<file path="src/common/mahi_pkg.sv">
package mahi_pkg;

    // ****************************************************************
    // instruction decode
    // ****************************************************************
    localparam logic [5:0] XFER_OPCODE = 6'h38;
    localparam logic [5:0] DEVICE_CODE = 6'h0B;
    localparam logic [5:0] FN_SKIP     = 6'h01;
    localparam logic [5:0] FN_READ     = 6'h02;
    localparam logic [5:0] FN_START    = 6'h04;
    localparam logic [5:0] FN_STATUS   = 6'h22;
    localparam logic [5:0] FN_CLEAR    = 6'h32;

    // ****************************************************************
    // word layout
    // ****************************************************************
    localparam int WORD_W      = 18;
    localparam int RESULT_W    = 13;
    localparam int CHAN_W      = 7;
    localparam int GAIN_W      = 2;
    localparam int ST_CHAN_LSB = 0;
    localparam int ST_GAIN_LSB = 7;
    localparam int ST_EXT_BIT  = 9;
    localparam int ST_CS_BIT   = 10;
    localparam int ST_SEQ_BIT  = 11;
    localparam int ST_ATM_BIT  = 12;
    localparam int ST_PGM_BIT  = 13;
    localparam int ST_PRI_BIT  = 14;
    localparam int IS_BUF_BIT  = 15;
    localparam int IS_BUSY_BIT = 16;
    localparam int IS_DONE_BIT = 17;

    // ****************************************************************
    // reset values
    // ****************************************************************
    localparam logic [CHAN_W-1:0] CHAN_RST = 7'h00;
    localparam logic [GAIN_W-1:0] GAIN_RST = 2'h0;
    localparam logic [WORD_W-1:0] WORD_RST = 18'h00000;

    // ****************************************************************
    // timing
    // ****************************************************************
    localparam int CLK_PERIOD_NS   = 10;
    localparam int CONV_PERIOD_NS  = 40000;
    localparam int CONV_PERIOD_CYC = (CONV_PERIOD_NS + CLK_PERIOD_NS - 1) / CLK_PERIOD_NS;
    localparam int PACE_W          = 12;
    localparam int BUF_DEPTH       = 2;

    typedef enum logic [2:0]
    {
        ST_IDLE = 3'b001,
        ST_ARM  = 3'b010,
        ST_CONV = 3'b100
    } mahi_state_t;

endpackage : mahi_pkg

</file>
<file path="src/core/mahi_buf.sv">
`timescale 1ns/1ps
module mahi_buf
#(
    parameter int WIDTH = 18
)
(
    input  wire logic             clk,
    input  wire logic             rst,
    input  wire logic             in_valid,
    input  wire logic [WIDTH-1:0] in_data,
    output logic                  in_ready,
    output logic                  out_valid,
    output logic      [WIDTH-1:0] out_data,
    input  wire logic             out_ready
);
    // ****************************************************************
    // shift storage, head always in slot 0
    // ****************************************************************
    logic [WIDTH-1:0] mem_q [mahi_pkg::BUF_DEPTH];
    logic [WIDTH-1:0] mem_d [mahi_pkg::BUF_DEPTH];
    logic             vld_q [mahi_pkg::BUF_DEPTH];
    logic             vld_d [mahi_pkg::BUF_DEPTH];
    logic             placed;

    assign out_valid = vld_q[0];
    assign out_data  = mem_q[0];
    // full only when every slot is taken
    assign in_ready  = !vld_q[mahi_pkg::BUF_DEPTH-1];

    always_comb
    begin
        placed = 1'b0;
        for (int i = 0; i < mahi_pkg::BUF_DEPTH; i++)
        begin
            mem_d[i] = mem_q[i];
            vld_d[i] = vld_q[i];
        end
        if (out_ready && vld_q[0])
        begin
            for (int i = 0; i < mahi_pkg::BUF_DEPTH - 1; i++)
            begin
                mem_d[i] = mem_q[i+1];
                vld_d[i] = vld_q[i+1];
            end
            vld_d[mahi_pkg::BUF_DEPTH-1] = 1'b0;
        end
        if (in_valid && in_ready)
        begin
            for (int i = 0; i < mahi_pkg::BUF_DEPTH; i++)
            begin
                if (!vld_d[i] && !placed)
                begin
                    mem_d[i] = in_data;
                    vld_d[i] = 1'b1;
                    placed   = 1'b1;
                end
            end
        end
    end

    always_ff @(posedge clk)
    begin
        for (int i = 0; i < mahi_pkg::BUF_DEPTH; i++)
        begin
            mem_q[i] <= mem_d[i];
            vld_q[i] <= rst ? 1'b0 : vld_d[i];
        end
    end

endmodule : mahi_buf

</file>
<file path="src/core/mahi_pace.sv">
`timescale 1ns/1ps
module mahi_pace
(
    input  wire logic clk,
    input  wire logic rst,
    input  wire logic restart,
    output logic      ready
);
    // ****************************************************************
    // minimum spacing between converter starts
    // ****************************************************************
    localparam logic [mahi_pkg::PACE_W-1:0] LOAD = mahi_pkg::PACE_W'(mahi_pkg::CONV_PERIOD_CYC - 1);

    logic [mahi_pkg::PACE_W-1:0] cnt_q;
    logic [mahi_pkg::PACE_W-1:0] cnt_d;
    logic                        rdy_q;
    logic                        rdy_d;

    assign ready = rdy_q;

    always_comb
    begin
        cnt_d = cnt_q;
        rdy_d = rdy_q;
        if (restart)
        begin
            cnt_d = LOAD;
            rdy_d = 1'b0;
        end
        else if (cnt_q != '0)
        begin
            cnt_d = cnt_q - 1'b1;
            rdy_d = (cnt_q == 12'h001);
        end
        else
        begin
            rdy_d = 1'b1;
        end
    end

    always_ff @(posedge clk)
    begin
        if (rst)
        begin
            cnt_q <= '0;
            rdy_q <= 1'b1;
        end
        else
        begin
            cnt_q <= cnt_d;
            rdy_q <= rdy_d;
        end
    end

endmodule : mahi_pace

</file>
<file path="src/core/mahi_top.sv">
`timescale 1ns/1ps
// Notes on behaviour
// act only on instructions with device code 13 octal
// instruction is opcode 70, device/subdevice field and timing pulse bits
// host loads status word in accumulator, then sends it by start instruction
// status word decoded into gain, channel and operating mode
// seven-bit channel address picks one of 128 inputs
// two-bit gain code picks gain 1, 2, 4 or 8
// result is 13-bit two's complement, right-justified, sign extended
// converter done pulse ends conversion and releases result
// internal sync starts converter itself; external sync uses sync input
// program mode: read instructions return result or status to accumulator
// data channel mode: request cycle steals carrying result to memory
// data channel runs sequential or random channel order
// add-to-memory flag sums result into memory word
// raise program or priority interrupt when service is needed
// starts spaced to allow 25,000 conversions per second; code spaces starts at least 4001 clocks (40.01 us) apart
// start is 701304, read result is 701302
// read status is 701342, clear flags is 701362
// 701301 skips when completion flag is set
// done pulse sets sticky flag until clear instruction
// sequential mode steps channel after each completed conversion
module mahi_top
(
    input  wire logic        clk,
    input  wire logic        rst,
    input  wire logic        xfer_strobe,
    input  wire logic [17:0] io_transfer_instruction,
    input  wire logic [17:0] ac_in,
    output logic      [17:0] ac_out,
    output logic             ac_out_valid,
    output logic             skip_req,
    output logic             program_interrupt,
    output logic             priority_interrupt,
    output logic             cycle_steal_req,
    output logic      [17:0] cycle_steal_data,
    output logic             cycle_steal_add,
    input  wire logic        cycle_steal_ack,
    output logic      [6:0]  mux_channel,
    output logic      [1:0]  gain_sel,
    output logic             conv_start,
    input  wire logic        conv_done,
    input  wire logic [12:0] conv_result,
    input  wire logic        ext_sync
);
    // ****************************************************************
    // instruction decode
    // ****************************************************************
    function automatic logic fn_is(input logic [17:0] w, input logic [5:0] code);
        return w[5:0] == code;
    endfunction : fn_is

    logic sel;
    logic cmd_start;
    logic cmd_read;
    logic cmd_status;
    logic cmd_clear;
    logic cmd_skip;

    assign sel = xfer_strobe && io_transfer_instruction[17:12] == mahi_pkg::XFER_OPCODE
                 && io_transfer_instruction[11:6] == mahi_pkg::DEVICE_CODE;
    assign cmd_start  = sel && fn_is(io_transfer_instruction, mahi_pkg::FN_START);
    assign cmd_read   = sel && fn_is(io_transfer_instruction, mahi_pkg::FN_READ);
    assign cmd_status = sel && fn_is(io_transfer_instruction, mahi_pkg::FN_STATUS);
    assign cmd_clear  = sel && fn_is(io_transfer_instruction, mahi_pkg::FN_CLEAR);
    assign cmd_skip   = sel && fn_is(io_transfer_instruction, mahi_pkg::FN_SKIP);

    // ****************************************************************
    // state
    // ****************************************************************
    mahi_pkg::mahi_state_t state_q;
    mahi_pkg::mahi_state_t state_d;
    logic [6:0]  chan_q;
    logic [6:0]  chan_d;
    logic [1:0]  gain_q;
    logic [1:0]  gain_d;
    logic        ext_q;
    logic        ext_d;
    logic        steal_q;
    logic        steal_d;
    logic        seq_q;
    logic        seq_d;
    logic        atm_q;
    logic        atm_d;
    logic        pgm_en_q;
    logic        pgm_en_d;
    logic        pri_en_q;
    logic        pri_en_d;
    logic        done_q;
    logic        done_d;
    logic        start_q;
    logic        start_d;
    logic        sync_prev_q;
    logic        pend_q;
    logic        pend_d;
    logic [17:0] pend_data_q;
    logic [17:0] pend_data_d;
    logic [17:0] ac_q;
    logic [17:0] ac_d;
    logic        ac_vld_q;
    logic        ac_vld_d;
    logic        skip_q;
    logic        skip_d;
    logic        pgm_irq_q;
    logic        pri_irq_q;
    logic        cs_req_q;
    logic        cs_req_d;
    logic [17:0] cs_data_q;
    logic [17:0] cs_data_d;
    logic        cs_add_q;
    logic        cs_add_d;

    logic        pace_ok;
    logic        buf_in_ready;
    logic        buf_out_valid;
    logic [17:0] buf_out_data;
    logic        buf_pop;
    logic        cs_take;
    logic        sync_fire;
    logic        done_evt;
    logic [17:0] status_word;

    // ****************************************************************
    // helpers
    // ****************************************************************
    mahi_pace u_pace
    (
        .clk     (clk),
        .rst     (rst),
        .restart (start_q),
        .ready   (pace_ok)
    );

    // a stalled cycle steal must not lose a finished word
    mahi_buf #(.WIDTH(mahi_pkg::WORD_W)) u_buf
    (
        .clk       (clk),
        .rst       (rst),
        .in_valid  (pend_q),
        .in_data   (pend_data_q),
        .in_ready  (buf_in_ready),
        .out_valid (buf_out_valid),
        .out_data  (buf_out_data),
        .out_ready (buf_pop)
    );

    assign sync_fire = ext_q ? (ext_sync && !sync_prev_q) : 1'b1;
    assign done_evt  = conv_done && state_q == mahi_pkg::ST_CONV;
    assign cs_take   = buf_out_valid && steal_q && !cs_req_q;
    assign buf_pop   = cs_take || (cmd_read && buf_out_valid && !steal_q);

    always_comb
    begin
        status_word = mahi_pkg::WORD_RST;
        status_word[mahi_pkg::ST_CHAN_LSB +: mahi_pkg::CHAN_W] = chan_q;
        status_word[mahi_pkg::ST_GAIN_LSB +: mahi_pkg::GAIN_W] = gain_q;
        status_word[mahi_pkg::ST_EXT_BIT]  = ext_q;
        status_word[mahi_pkg::ST_CS_BIT]   = steal_q;
        status_word[mahi_pkg::ST_SEQ_BIT]  = seq_q;
        status_word[mahi_pkg::ST_ATM_BIT]  = atm_q;
        status_word[mahi_pkg::ST_PGM_BIT]  = pgm_en_q;
        status_word[mahi_pkg::ST_PRI_BIT]  = pri_en_q;
        status_word[mahi_pkg::IS_BUF_BIT]  = buf_out_valid;
        status_word[mahi_pkg::IS_BUSY_BIT] = state_q != mahi_pkg::ST_IDLE;
        status_word[mahi_pkg::IS_DONE_BIT] = done_q;
    end

    // ****************************************************************
    // next state
    // ****************************************************************
    always_comb
    begin
        state_d     = state_q;
        chan_d      = chan_q;
        gain_d      = gain_q;
        ext_d       = ext_q;
        steal_d     = steal_q;
        seq_d       = seq_q;
        atm_d       = atm_q;
        pgm_en_d    = pgm_en_q;
        pri_en_d    = pri_en_q;
        start_d     = 1'b0;
        pend_d      = pend_q && !buf_in_ready;
        pend_data_d = pend_data_q;
        unique case (state_q)
            mahi_pkg::ST_IDLE:
            begin
            end
            mahi_pkg::ST_ARM:
            begin
                // wait for room so the result never overruns storage
                if (pace_ok && !pend_q && !start_q && sync_fire)
                begin
                    start_d = 1'b1;
                    state_d = mahi_pkg::ST_CONV;
                end
            end
            mahi_pkg::ST_CONV:
            begin
                if (conv_done)
                begin
                    pend_d      = 1'b1;
                    pend_data_d = {{(mahi_pkg::WORD_W - mahi_pkg::RESULT_W){conv_result[12]}}, conv_result};
                    if (steal_q && seq_q)
                    begin
                        chan_d  = chan_q + 7'h01;
                        state_d = mahi_pkg::ST_ARM;
                    end
                    else
                    begin
                        state_d = mahi_pkg::ST_IDLE;
                    end
                end
            end
        endcase
        if (cmd_start)
        begin
            chan_d   = ac_in[mahi_pkg::ST_CHAN_LSB +: mahi_pkg::CHAN_W];
            gain_d   = ac_in[mahi_pkg::ST_GAIN_LSB +: mahi_pkg::GAIN_W];
            ext_d    = ac_in[mahi_pkg::ST_EXT_BIT];
            steal_d  = ac_in[mahi_pkg::ST_CS_BIT];
            seq_d    = ac_in[mahi_pkg::ST_SEQ_BIT];
            atm_d    = ac_in[mahi_pkg::ST_ATM_BIT];
            pgm_en_d = ac_in[mahi_pkg::ST_PGM_BIT];
            pri_en_d = ac_in[mahi_pkg::ST_PRI_BIT];
            state_d  = mahi_pkg::ST_ARM;
        end
        else if (cmd_clear)
        begin
            // clear also stops a free-running sequential scan
            state_d = (state_d == mahi_pkg::ST_CONV) ? mahi_pkg::ST_CONV : mahi_pkg::ST_IDLE;
            seq_d   = 1'b0;
        end
    end

    // ****************************************************************
    // next host-facing values
    // ****************************************************************
    always_comb
    begin
        done_d    = (done_q && !cmd_clear) || done_evt;
        skip_d    = cmd_skip && done_q;
        ac_vld_d  = cmd_read || cmd_status;
        ac_d      = ac_q;
        if (cmd_read)
        begin
            ac_d = buf_out_valid ? buf_out_data : mahi_pkg::WORD_RST;
        end
        else if (cmd_status)
        begin
            ac_d = status_word;
        end
        cs_req_d  = (cs_req_q && !cycle_steal_ack) || cs_take;
        cs_data_d = cs_take ? buf_out_data : cs_data_q;
        cs_add_d  = cs_take ? atm_q : cs_add_q;
    end

    // ****************************************************************
    // registers
    // ****************************************************************
    always_ff @(posedge clk)
    begin
        if (rst)
        begin
            state_q     <= mahi_pkg::ST_IDLE;
            chan_q      <= mahi_pkg::CHAN_RST;
            gain_q      <= mahi_pkg::GAIN_RST;
            ext_q       <= 1'b0;
            steal_q     <= 1'b0;
            seq_q       <= 1'b0;
            atm_q       <= 1'b0;
            pgm_en_q    <= 1'b0;
            pri_en_q    <= 1'b0;
            done_q      <= 1'b0;
            start_q     <= 1'b0;
            sync_prev_q <= 1'b0;
            pend_q      <= 1'b0;
            pend_data_q <= mahi_pkg::WORD_RST;
            ac_q        <= mahi_pkg::WORD_RST;
            ac_vld_q    <= 1'b0;
            skip_q      <= 1'b0;
            pgm_irq_q   <= 1'b0;
            pri_irq_q   <= 1'b0;
            cs_req_q    <= 1'b0;
            cs_data_q   <= mahi_pkg::WORD_RST;
            cs_add_q    <= 1'b0;
        end
        else
        begin
            state_q     <= state_d;
            chan_q      <= chan_d;
            gain_q      <= gain_d;
            ext_q       <= ext_d;
            steal_q     <= steal_d;
            seq_q       <= seq_d;
            atm_q       <= atm_d;
            pgm_en_q    <= pgm_en_d;
            pri_en_q    <= pri_en_d;
            done_q      <= done_d;
            start_q     <= start_d;
            sync_prev_q <= ext_sync;
            pend_q      <= pend_d;
            pend_data_q <= pend_data_d;
            ac_q        <= ac_d;
            ac_vld_q    <= ac_vld_d;
            skip_q      <= skip_d;
            pgm_irq_q   <= done_q && pgm_en_q;
            pri_irq_q   <= done_q && pri_en_q;
            cs_req_q    <= cs_req_d;
            cs_data_q   <= cs_data_d;
            cs_add_q    <= cs_add_d;
        end
    end

    assign ac_out             = ac_q;
    assign ac_out_valid       = ac_vld_q;
    assign skip_req           = skip_q;
    assign program_interrupt  = pgm_irq_q;
    assign priority_interrupt = pri_irq_q;
    assign cycle_steal_req    = cs_req_q;
    assign cycle_steal_data   = cs_data_q;
    assign cycle_steal_add    = cs_add_q;
    assign mux_channel        = chan_q;
    assign gain_sel           = gain_q;
    assign conv_start         = start_q;

    // ****************************************************************
    // checks
    // ****************************************************************
    logic [12:0] gap_q;

    always_ff @(posedge clk)
    begin
        if (rst || start_q)
        begin
            gap_q <= rst ? 13'h1FFF : 13'h0000; // no start yet counts as a long gap
        end
        else if (gap_q != 13'h1FFF)
        begin
            gap_q <= gap_q + 13'h0001;
        end
    end

    a_foreign_ignored: assert property (@(posedge clk) disable iff (rst)
        (xfer_strobe && io_transfer_instruction[11:6] != mahi_pkg::DEVICE_CODE) |=> (!ac_vld_q && !skip_q))
        else $error("foreign device code answered");
    a_start_loads: assert property (@(posedge clk) disable iff (rst)
        cmd_start |=> (chan_q == $past(ac_in[6:0]) && gain_q == $past(ac_in[8:7]) && state_q == mahi_pkg::ST_ARM))
        else $error("status word not applied");
    a_ext_sync_gate: assert property (@(posedge clk) disable iff (rst)
        (start_q && ext_q) |-> ($past(ext_sync) && !$past(sync_prev_q)))
        else $error("external start without sync edge");
    a_start_spacing: assert property (@(posedge clk) disable iff (rst)
        (start_q && $past(gap_q) != 13'h1FFF) |-> $past(gap_q) >= 13'(mahi_pkg::CONV_PERIOD_CYC - 1))
        else $error("converter restarted too soon");
    a_result_sign: assert property (@(posedge clk) disable iff (rst)
        (conv_done && state_q == mahi_pkg::ST_CONV) |=> (pend_data_q[12:0] == $past(conv_result)
            && pend_data_q[17:13] == {5{pend_data_q[12]}}))
        else $error("result not sign extended");
    a_done_sticky: assert property (@(posedge clk) disable iff (rst)
        (done_q && !cmd_clear) |=> done_q)
        else $error("done flag dropped");
    a_done_sets: assert property (@(posedge clk) disable iff (rst)
        (done_evt ##1 (!cmd_clear && !cmd_start)) |-> (done_q ##1 (pgm_irq_q == pgm_en_q && pri_irq_q == pri_en_q)))
        else $error("done pulse lost");
    a_skip_answer: assert property (@(posedge clk) disable iff (rst)
        cmd_skip |=> (skip_q == $past(done_q)))
        else $error("skip answer wrong");
    a_seq_step: assert property (@(posedge clk) disable iff (rst)
        (done_evt && steal_q && seq_q && !cmd_start) |=> (chan_q == $past(chan_q) + 7'h01))
        else $error("channel not stepped");
    a_steal_hold: assert property (@(posedge clk) disable iff (rst)
        (cs_req_q && !cycle_steal_ack) |=> (cs_req_q && $stable(cs_data_q) && $stable(cs_add_q)))
        else $error("cycle steal request dropped");

endmodule : mahi_top

</file>
<file path="config.mk">
export PLATFORM = sky130hd
export DESIGN_NAME = mahi_top
export DESIGN_NICKNAME = d
export VERILOG_FILES = /design/src/common/mahi_pkg.sv /design/src/core/mahi_buf.sv /design/src/core/mahi_pace.sv /design/src/core/mahi_top.sv
export SDC_FILE = /design/constraint.sdc
export NUM_CORES = 1
export LEC_CHECK = 0
export BUFFER_PORTS_ARGS = -buffer_cell sky130_fd_sc_hd__buf_2
export CAP_MARGIN = 20
export CORE_ASPECT_RATIO = 1.4
export CORE_MARGIN = 3
export CORE_UTILIZATION = 54
export DETAILED_ROUTE_END_ITERATION = 10
export GPL_ROUTABILITY_DRIVEN = 0
export PLACE_DENSITY = 0.83
export SETUP_SLACK_MARGIN = 0.1
export SLEW_MARGIN = 30
export SYNTH_ARGS = -nofsm -noshare
export SYNTH_HDL_FRONTEND = slang
export SYNTH_SLANG_ARGS = --single-unit
</file>
<file path="constraint.sdc">
create_clock -name clk -period 3.4 [get_ports clk]
set_clock_uncertainty 0.2 [all_clocks]
set_input_delay 0.85 -clock clk [delete_from_list [all_inputs] [get_ports clk]]
set_output_delay 0.85 -clock clk [all_outputs]
set_load 0.01 [all_outputs]
</file>
==> results of run 1 <==
[cells in the mapped netlist, drive strengths merged, types with 3 or more instances]
master    n
nand4     3
nor3      8
nand3     7
nand2b   19
ha        3
nor2b     5
o21a      6
nor4      7
buf      11
nor2     28
clkbuf   22
a21oi    78
edfxtp   13
a31oi     3
xor2      9
nand4b    3
or3       4
and2      4
or2       3
a211oi    6
or4       3
inv       6
nand2   160
o21ai    24
o221a    12
xnor2     5
dfxtp   110
[metrics by stage]
stage | utilization, % | std cells | total power [W]
2_1_floorplan | - | 581 | 0.001976
6_report | 69.09 | 802 | 0.003885
5_1_grt | 69.09 | 802 | 0.004014
3_5_place_dp | 62.48 | 770 | 0.002106
3_3_place_gp | 62.48 | 770 | 0.002071
4_1_cts | 69.03 | 802 | 0.003890
[worst paths after layout]
kind,endpoint,slack [ps],cells after the start
worst max-delay path,u_buf.mem_q[0][7],580,6
worst min-delay path,ac_out[7],250,2
worst max register to register,u_pace.cnt_q[9],1090,5
worst min register to register,ac_out[7],250,2
[routing by layer]
metal	track usage (%)	share of wire (%)
met5	0	0
met4	12.67	4.1
met3	5.978	5.6
met2	41.62	52
met1	26.74	38
[cells by family (layout without fill, tap and decap cells)]
kind of cell	after synthesis	count (layout)	share of synthesized area, %
simple gates	262	262	23.93
compound gates	139	139	18.38
flops	123	123	50.44
buf+inv	40	154	4.138
xor+xnor	14	14	2.386
fa+ha+maj	3	3	0.7304
[critical path: cells and delay by family]
family / cells / cell delay (ps)
AOI/OAI and AO/OA: 3 / 860
buffers and inverters: 1 / 90
and+or+nand+nor: 2 / 1160
[power breakdown]
part           switching (W)  leakage, nW  total, W  internal (W)
clock network       0.000648        0.280   0.00180       0.00115
registers          0.0000807         1.04   0.00163       0.00155
logic               0.000242         1.11  0.000452      0.000210
total               0.000970         2.44   0.00389       0.00291
[flip-flops by register name, summed over array words and instances, names as in the netlist, 2 cells and up]
register,cells
u_buf.vld_q,2
u_buf.mem_q,31
gain_sel,2
ac_out,18
pend_data_q,13
mux_channel,7
cycle_steal_data,18
u_pace.cnt_q,12
state_q,3
[area by class of cell]
class | instances | area, um2 | share of cell area, %
inverters | 7 | 26.28 | 0.4165
clock buffers | 18 | 429.2 | 6.803
clock inverters | 14 | 168.9 | 2.678
well taps | 107 | 133.9 | 2.122
repair buffers | 115 | 620.6 | 9.837
multi-input cells | 418 | 2337 | 37.05
flip-flops and latches | 123 | 2592 | 41.09
==> results.md, run 1 <==
| Parameter | Reported | Unit |
|---|---|---|
| Signal arrival time at the worst endpoint | 2970 | ps |
| Wire length per cell | 15.81 | um |
| Status | finished clean | - |
| DRC errors left | 0 | - |
| Peak clock frequency supported by timing | 354.9 | MHz |
| Worst hold path class | reg -> reg | - |
| Post-route clock period utilization | 82.87 | % |
| Number of max-capacitance violations reported | 0 | - |
| Startpoint class of the critical path | input port | - |
| Via-per-instance ratio | 5.671 | - |
| Critical-path cell list | buf_2, or4_4, or4_4, o21ai_4, a21boi_4, o221a_2 | - |
| Number of setup buffers added after CTS | 0 | - |
| CTS-repair resized insts | 0 | - |
| Maximum number of pins on one net before global-route repair | 56 | - |
| Hold bufs inserted after CTS | 0 | - |
| Commonest non-fill, non-tap cell in the layout | sky130_fd_sc_hd__nand2_1 | - |
| Inserted Clock Buffers | 17 | - |
| Deepest level of the CTS H-tree | 4 | - |
| CP most frequent cell | sky130_fd_sc_hd__or4_4 | - |
| Slowest cell on the critical path | sky130_fd_sc_hd__or4_4 | - |
| Power density over the cells | 615.8 | nW/um2 |
| Initial antenna violation count | 0 | - |
| Commonest cells after routing, fill and taps aside | sky130_fd_sc_hd__nand2_1, sky130_fd_sc_hd__dfxtp_1, sky130_fd_sc_hd__buf_2 | - |
| Ys async rst share | 0 | % |
| First-pass GRT wire length | 19800 | um |
| Worst setup slack after layout | 582.5 | ps |
| CTS tree | done | - |
| Sequential share of the synthesized area | 50.44 | % |
| Capturing element type of the critical path | register | - |
| Worst path max stage delay | 630 | ps |
| Synth warnings | 0 | - |
| Count of cell types in the netlist | 57 | - |
| Setup TNS after final layout | 0 | ps |
| Routed vias | 4548 | - |
| Setup crit start | io_transfer_instruction[11] | - |
| Synthesis-to-layout area growth | 22.74 | % |
| Via count of the first global-routing pass | 4257 | - |
| Number of hold violations in the final report | 0 | - |
| Setup violation total in the final timing report | 0 | - |
| Peak ir drop on the vdd network | 0.0003717 | V |
| Horizontal extent of the die | 88.46 | um |
| Syn Nets | 639 | - |
| # nets final | 740 | - |
| Static Leak | 2.438 | nW |
| Relative slew margins | 35.46 | % |
| Cell area after placement | 5705 | um2 |
| Port buffer count | 103 | - |
| Initial core utilization | 56.29 | % |
| Seq cells post-synth | 123 | - |
| Die height | 121.4 | um |
| Total number of placement rows | 41 | - |
| Core Footprint | 9131 | um2 |
| Netlist area before placement | 5140 | um2 |
| Worst min-delay path startpoint | ac_out[7] | - |
| Number of flops mapped to enable cells by yosys | 13 | - |
| Post-layout instance area | 6309 | um2 |
| Fraction of synthesized cell area taken by the top area cell type | 42.84 | % |
| Fin crit period | 2818 | ps |
| Dominant cell type by area after synthesis | sky130_fd_sc_hd__dfxtp_1 | - |
| Clk Tree Root Cell | sky130_fd_sc_hd__clkbuf_16 | - |
| Count of clock tree sinks | 123 | - |
| Largest cells by area after synthesis | sky130_fd_sc_hd__dfxtp_1, sky130_fd_sc_hd__nand2_1, sky130_fd_sc_hd__edfxtp_1 | - |
| Initial DRC Count | 335 | - |
| Share of layout cells above drive strength 1 | 28.35 | % |
| Class of the most critical setup path | in -> reg | - |
| Most used DFF post-synth | sky130_fd_sc_hd__dfxtp_1 | - |
| Die area | 10740 | um2 |
| Number of instances in the synthesized netlist | 581 | - |
| Worst hold slack | 247.2 | ps |
| Worst R2R Start | u_pace.cnt_q[8] | - |
| Slew at the pin closest to its max-slew limit | 964.4 | ps |
| Total routed wirelength | 12680 | um |
| Clk_lat worst skew | 420 | ps |
| RSZ-0062 raised after global routing | no | - |
| Detailed placement HPWL | 8846 | um |
| Top-Level Pins | 107 | - |
| Ant diodes | 0 | - |
| Mean post-synth cell area | 8.847 | um2 |
| Maximum net fanout on the critical path | 12 | - |
| Final slew viol count | 0 | - |
| Pre-CTS setup slack | 194.8 | ps |
| Longest Clk Path Bufs | 2 | - |
| Required time of the critical path | 3560 | ps |
| Number of search-and-repair iterations in the first detailed-routing pass | 6 | - |
| Clock input transition at the sequential cells of the worst setup and hold paths | 50 | ps |
| Final-layout fill cell count | 710 | - |
| GR Util All Layers | 24.13 | % |
| Routed Antenna Nets | 0 | - |
| Remaining Overflow, GRT | 0 | - |
No activity file was read; power rests on OpenSTA's default activity.
==> run 2: changes to the inputs <==
--- a/config.mk
+++ b/config.mk
@@ -9,10 +9,10 @@
 export CAP_MARGIN = 20
 export CORE_ASPECT_RATIO = 1.4
 export CORE_MARGIN = 3
-export CORE_UTILIZATION = 54
+export CORE_UTILIZATION = 49
 export DETAILED_ROUTE_END_ITERATION = 10
 export GPL_ROUTABILITY_DRIVEN = 0
-export PLACE_DENSITY = 0.83
+export PLACE_DENSITY = 0.8
 export SETUP_SLACK_MARGIN = 0.1
 export SLEW_MARGIN = 30
 export SYNTH_ARGS = -nofsm -noshare
==> constraint.sdc (replaced) <==
create_clock -name clk -period 2.3 [get_ports clk]
set_clock_uncertainty 0.2 [all_clocks]
set_input_delay 0.575 -clock clk [delete_from_list [all_inputs] [get_ports clk]]
set_output_delay 0.575 -clock clk [all_outputs]
set_load 0.01 [all_outputs]
==> run 2 against run 1 <==
Compared with the run above:
- the flow now finishes with violations (setup timing)
- clock power grew 54%
- hold slack got worse by 59 ps
- sequential power is 48% higher
- register-to-register slack got worse by 890 ps
- power increased by 52%
- first-iteration DRC count is 13% lower
- global-route usage decreased by 1.1 points
- utilization down 1.8 points
- cell area grew 7.3%
- combinational power rose by 56%
- clock-buffer cell count down 1
- largest cell class unchanged
- largest power group unchanged
==> results.md, run 2 (synthesized netlist as in run 1, its figures left out) <==
| Parameter | Reported | Unit |
|---|---|---|
| Worst R2R Start | steal_q | - |
| Maximum number of pins on one net before global-route repair | 52 | - |
| Die area | 11770 | um2 |
| Clock input transition at the sequential cells of the worst setup and hold paths | 50 | ps |
| First-pass GRT wire length | 21460 | um |
| DRC errors left | 0 | - |
| RSZ-0062 raised after global routing | yes | - |
| Ant diodes | 0 | - |
| Total routed wirelength | 13130 | um |
| Post-layout instance area | 6769 | um2 |
| Sequential cell area | 2592 | um2 |
| Routed Antenna Nets | 0 | - |
| Critical-path cell list | buf_6, or4_4, or4_4, o32ai_4, buf_6, nand2b_1, o221a_2 | - |
| Count of clock tree sinks | 123 | - |
| Final instance count without filler cells | 853 | - |
| Startpoint class of the critical path | input port | - |
| Peak ir drop on the vdd network | 0.0005389 | V |
| Slew at the pin closest to its max-slew limit | 578.2 | ps |
| GR Util All Layers | 23.05 | % |
| Required time of the critical path | 2390 | ps |
| Flip-flop count of the largest register after layout | 31 | - |
| Class of the most critical setup path | in -> reg | - |
| Slowest cell on the critical path | sky130_fd_sc_hd__or4_4 | - |
| # nets final | 763 | - |
| Synthesis-to-layout area growth | 31.69 | % |
| Capturing element type of the critical path | register | - |
| Worst hold path class | in -> reg | - |
| Worst min-delay path startpoint | ext_sync | - |
| Clk_lat worst skew | 410 | ps |
| Number of search-and-repair iterations in the first detailed-routing pass | 5 | - |
| Number of hold violations in the final report | 0 | - |
| Commonest non-fill, non-tap cell in the layout | sky130_fd_sc_hd__nand2_1 | - |
| Post-route clock period utilization | 106.0 | % |
| Final slew viol count | 0 | - |
| Horizontal extent of the die | 92.56 | um |
| Number of max-capacitance violations reported | 0 | - |
| Routed vias | 4588 | - |
| Register name with the most flops | u_buf.mem_q | - |
| Violated checks | setup timing | - |
| Initial core utilization | 51.09 | % |
| Via count of the first global-routing pass | 4508 | - |
| Deepest level of the CTS H-tree | 4 | - |
| Maximum net fanout on the critical path | 8 | - |
| Die height | 127.2 | um |
| Clk Tree Root Cell | sky130_fd_sc_hd__clkbuf_16 | - |
| Share of layout cells above drive strength 1 | 34.12 | % |
| Hold bufs inserted after CTS | 0 | - |
| Via-per-instance ratio | 5.379 | - |
| Instance count after placement with tap cells included | 816 | - |
| Port buffer count | 103 | - |
| Worst path max stage delay | 630 | ps |
| Peak clock frequency supported by timing | 410.0 | MHz |
| Setup crit start | io_transfer_instruction[13] | - |
| Detailed placement HPWL | 9346 | um |
| Setup violation total in the final timing report | 68 | - |
| Crit path buffers/inverters | 2 | - |
| Wire length per cell | 15.39 | um |
| Footprint of the multi-input gates | 2497 | um2 |
| Fin crit period | 2439 | ps |
| Remaining Overflow, GRT | 0 | - |
| Status | finished with violations | - |
| Finished Core Util | 67.28 | % |
| Commonest cells after routing, fill and taps aside | sky130_fd_sc_hd__nand2_1, sky130_fd_sc_hd__dfxtp_1, sky130_fd_sc_hd__buf_2 | - |
| Worst setup slack after layout | -138.9 | ps |
| Setup TNS after final layout | -4890 | ps |
| Signal arrival time at the worst endpoint | 2530 | ps |
| Largest delay share family, worst path | simple AND/OR/NAND/NOR gates | - |
| Core Footprint | 10060 | um2 |
| Inserted Clock Buffers | 17 | - |
| Top-Level Pins | 107 | - |
| Static Leak | 2.611 | nW |
| Relative slew margins | 61.42 | % |
| Cell area after placement | 5988 | um2 |
| Total number of placement rows | 43 | - |
| Initial DRC Count | 293 | - |
| Initial antenna violation count | 0 | - |
| Power density over the cells | 871.0 | nW/um2 |
| Longest Clk Path Bufs | 2 | - |
| Final-layout fill cell count | 779 | - |
| CTS tree | done | - |
run 2: cell type report:
type                       instances  area share [%]
clock buffer                      17           6.285
clock inverter                    15           2.902
inverter                           7          0.3882
multi-input combinational        419           36.89
sequential                       123           38.30
tap                              135           2.495
timing repair buffer             137           12.74
run 2: report_power, final:
group          switching, W  internal (W)  leakage, nW
Sequential         0.000127       0.00230         1.04
Combinational      0.000366      0.000337         1.27
Clock              0.000959       0.00181        0.299
run 2: final timing paths:
check / slack, ps / endpoint / cells past startpoint
hold / removal: 190 / sync_prev_q / 2
setup reg to reg: 200 / u_buf.mem_q[0][10] / 6
setup / recovery: -140 / u_buf.mem_q[0][10] / 7
hold reg to reg: 250 / ac_out[7] / 2
run 2: layer usage:
metal  vias to the layer above  share of wire [%]  GRT usage [%]
met5                         -                  0              0
li1                       2240                  -              -
met2                       178                 53          41.67
met1                      2133                 39          24.99
met3                        37                5.4          5.065
met4                         0                3.1          11.72
run 2: repair_timing:
action	CTS	global route
pin swaps	8	4
cloned	2	0
setup buffers	2	1
hold endpoints to repair	0	0
resized for setup	15	8
setup endpoints to repair	69	70
run 2: per-stage QoR:
step	hold slack, ps	setup WS (ps)	power, W
after detailed placement	243.7	-577.6	0.003142
final	188.3	-138.9	0.005896
after CTS	177.8	-113.6	0.005920
after global routing	197.4	-160.6	0.006133
after global placement	237.0	-509.0	0.003094
after floorplan	224.8	-494.1	0.002922
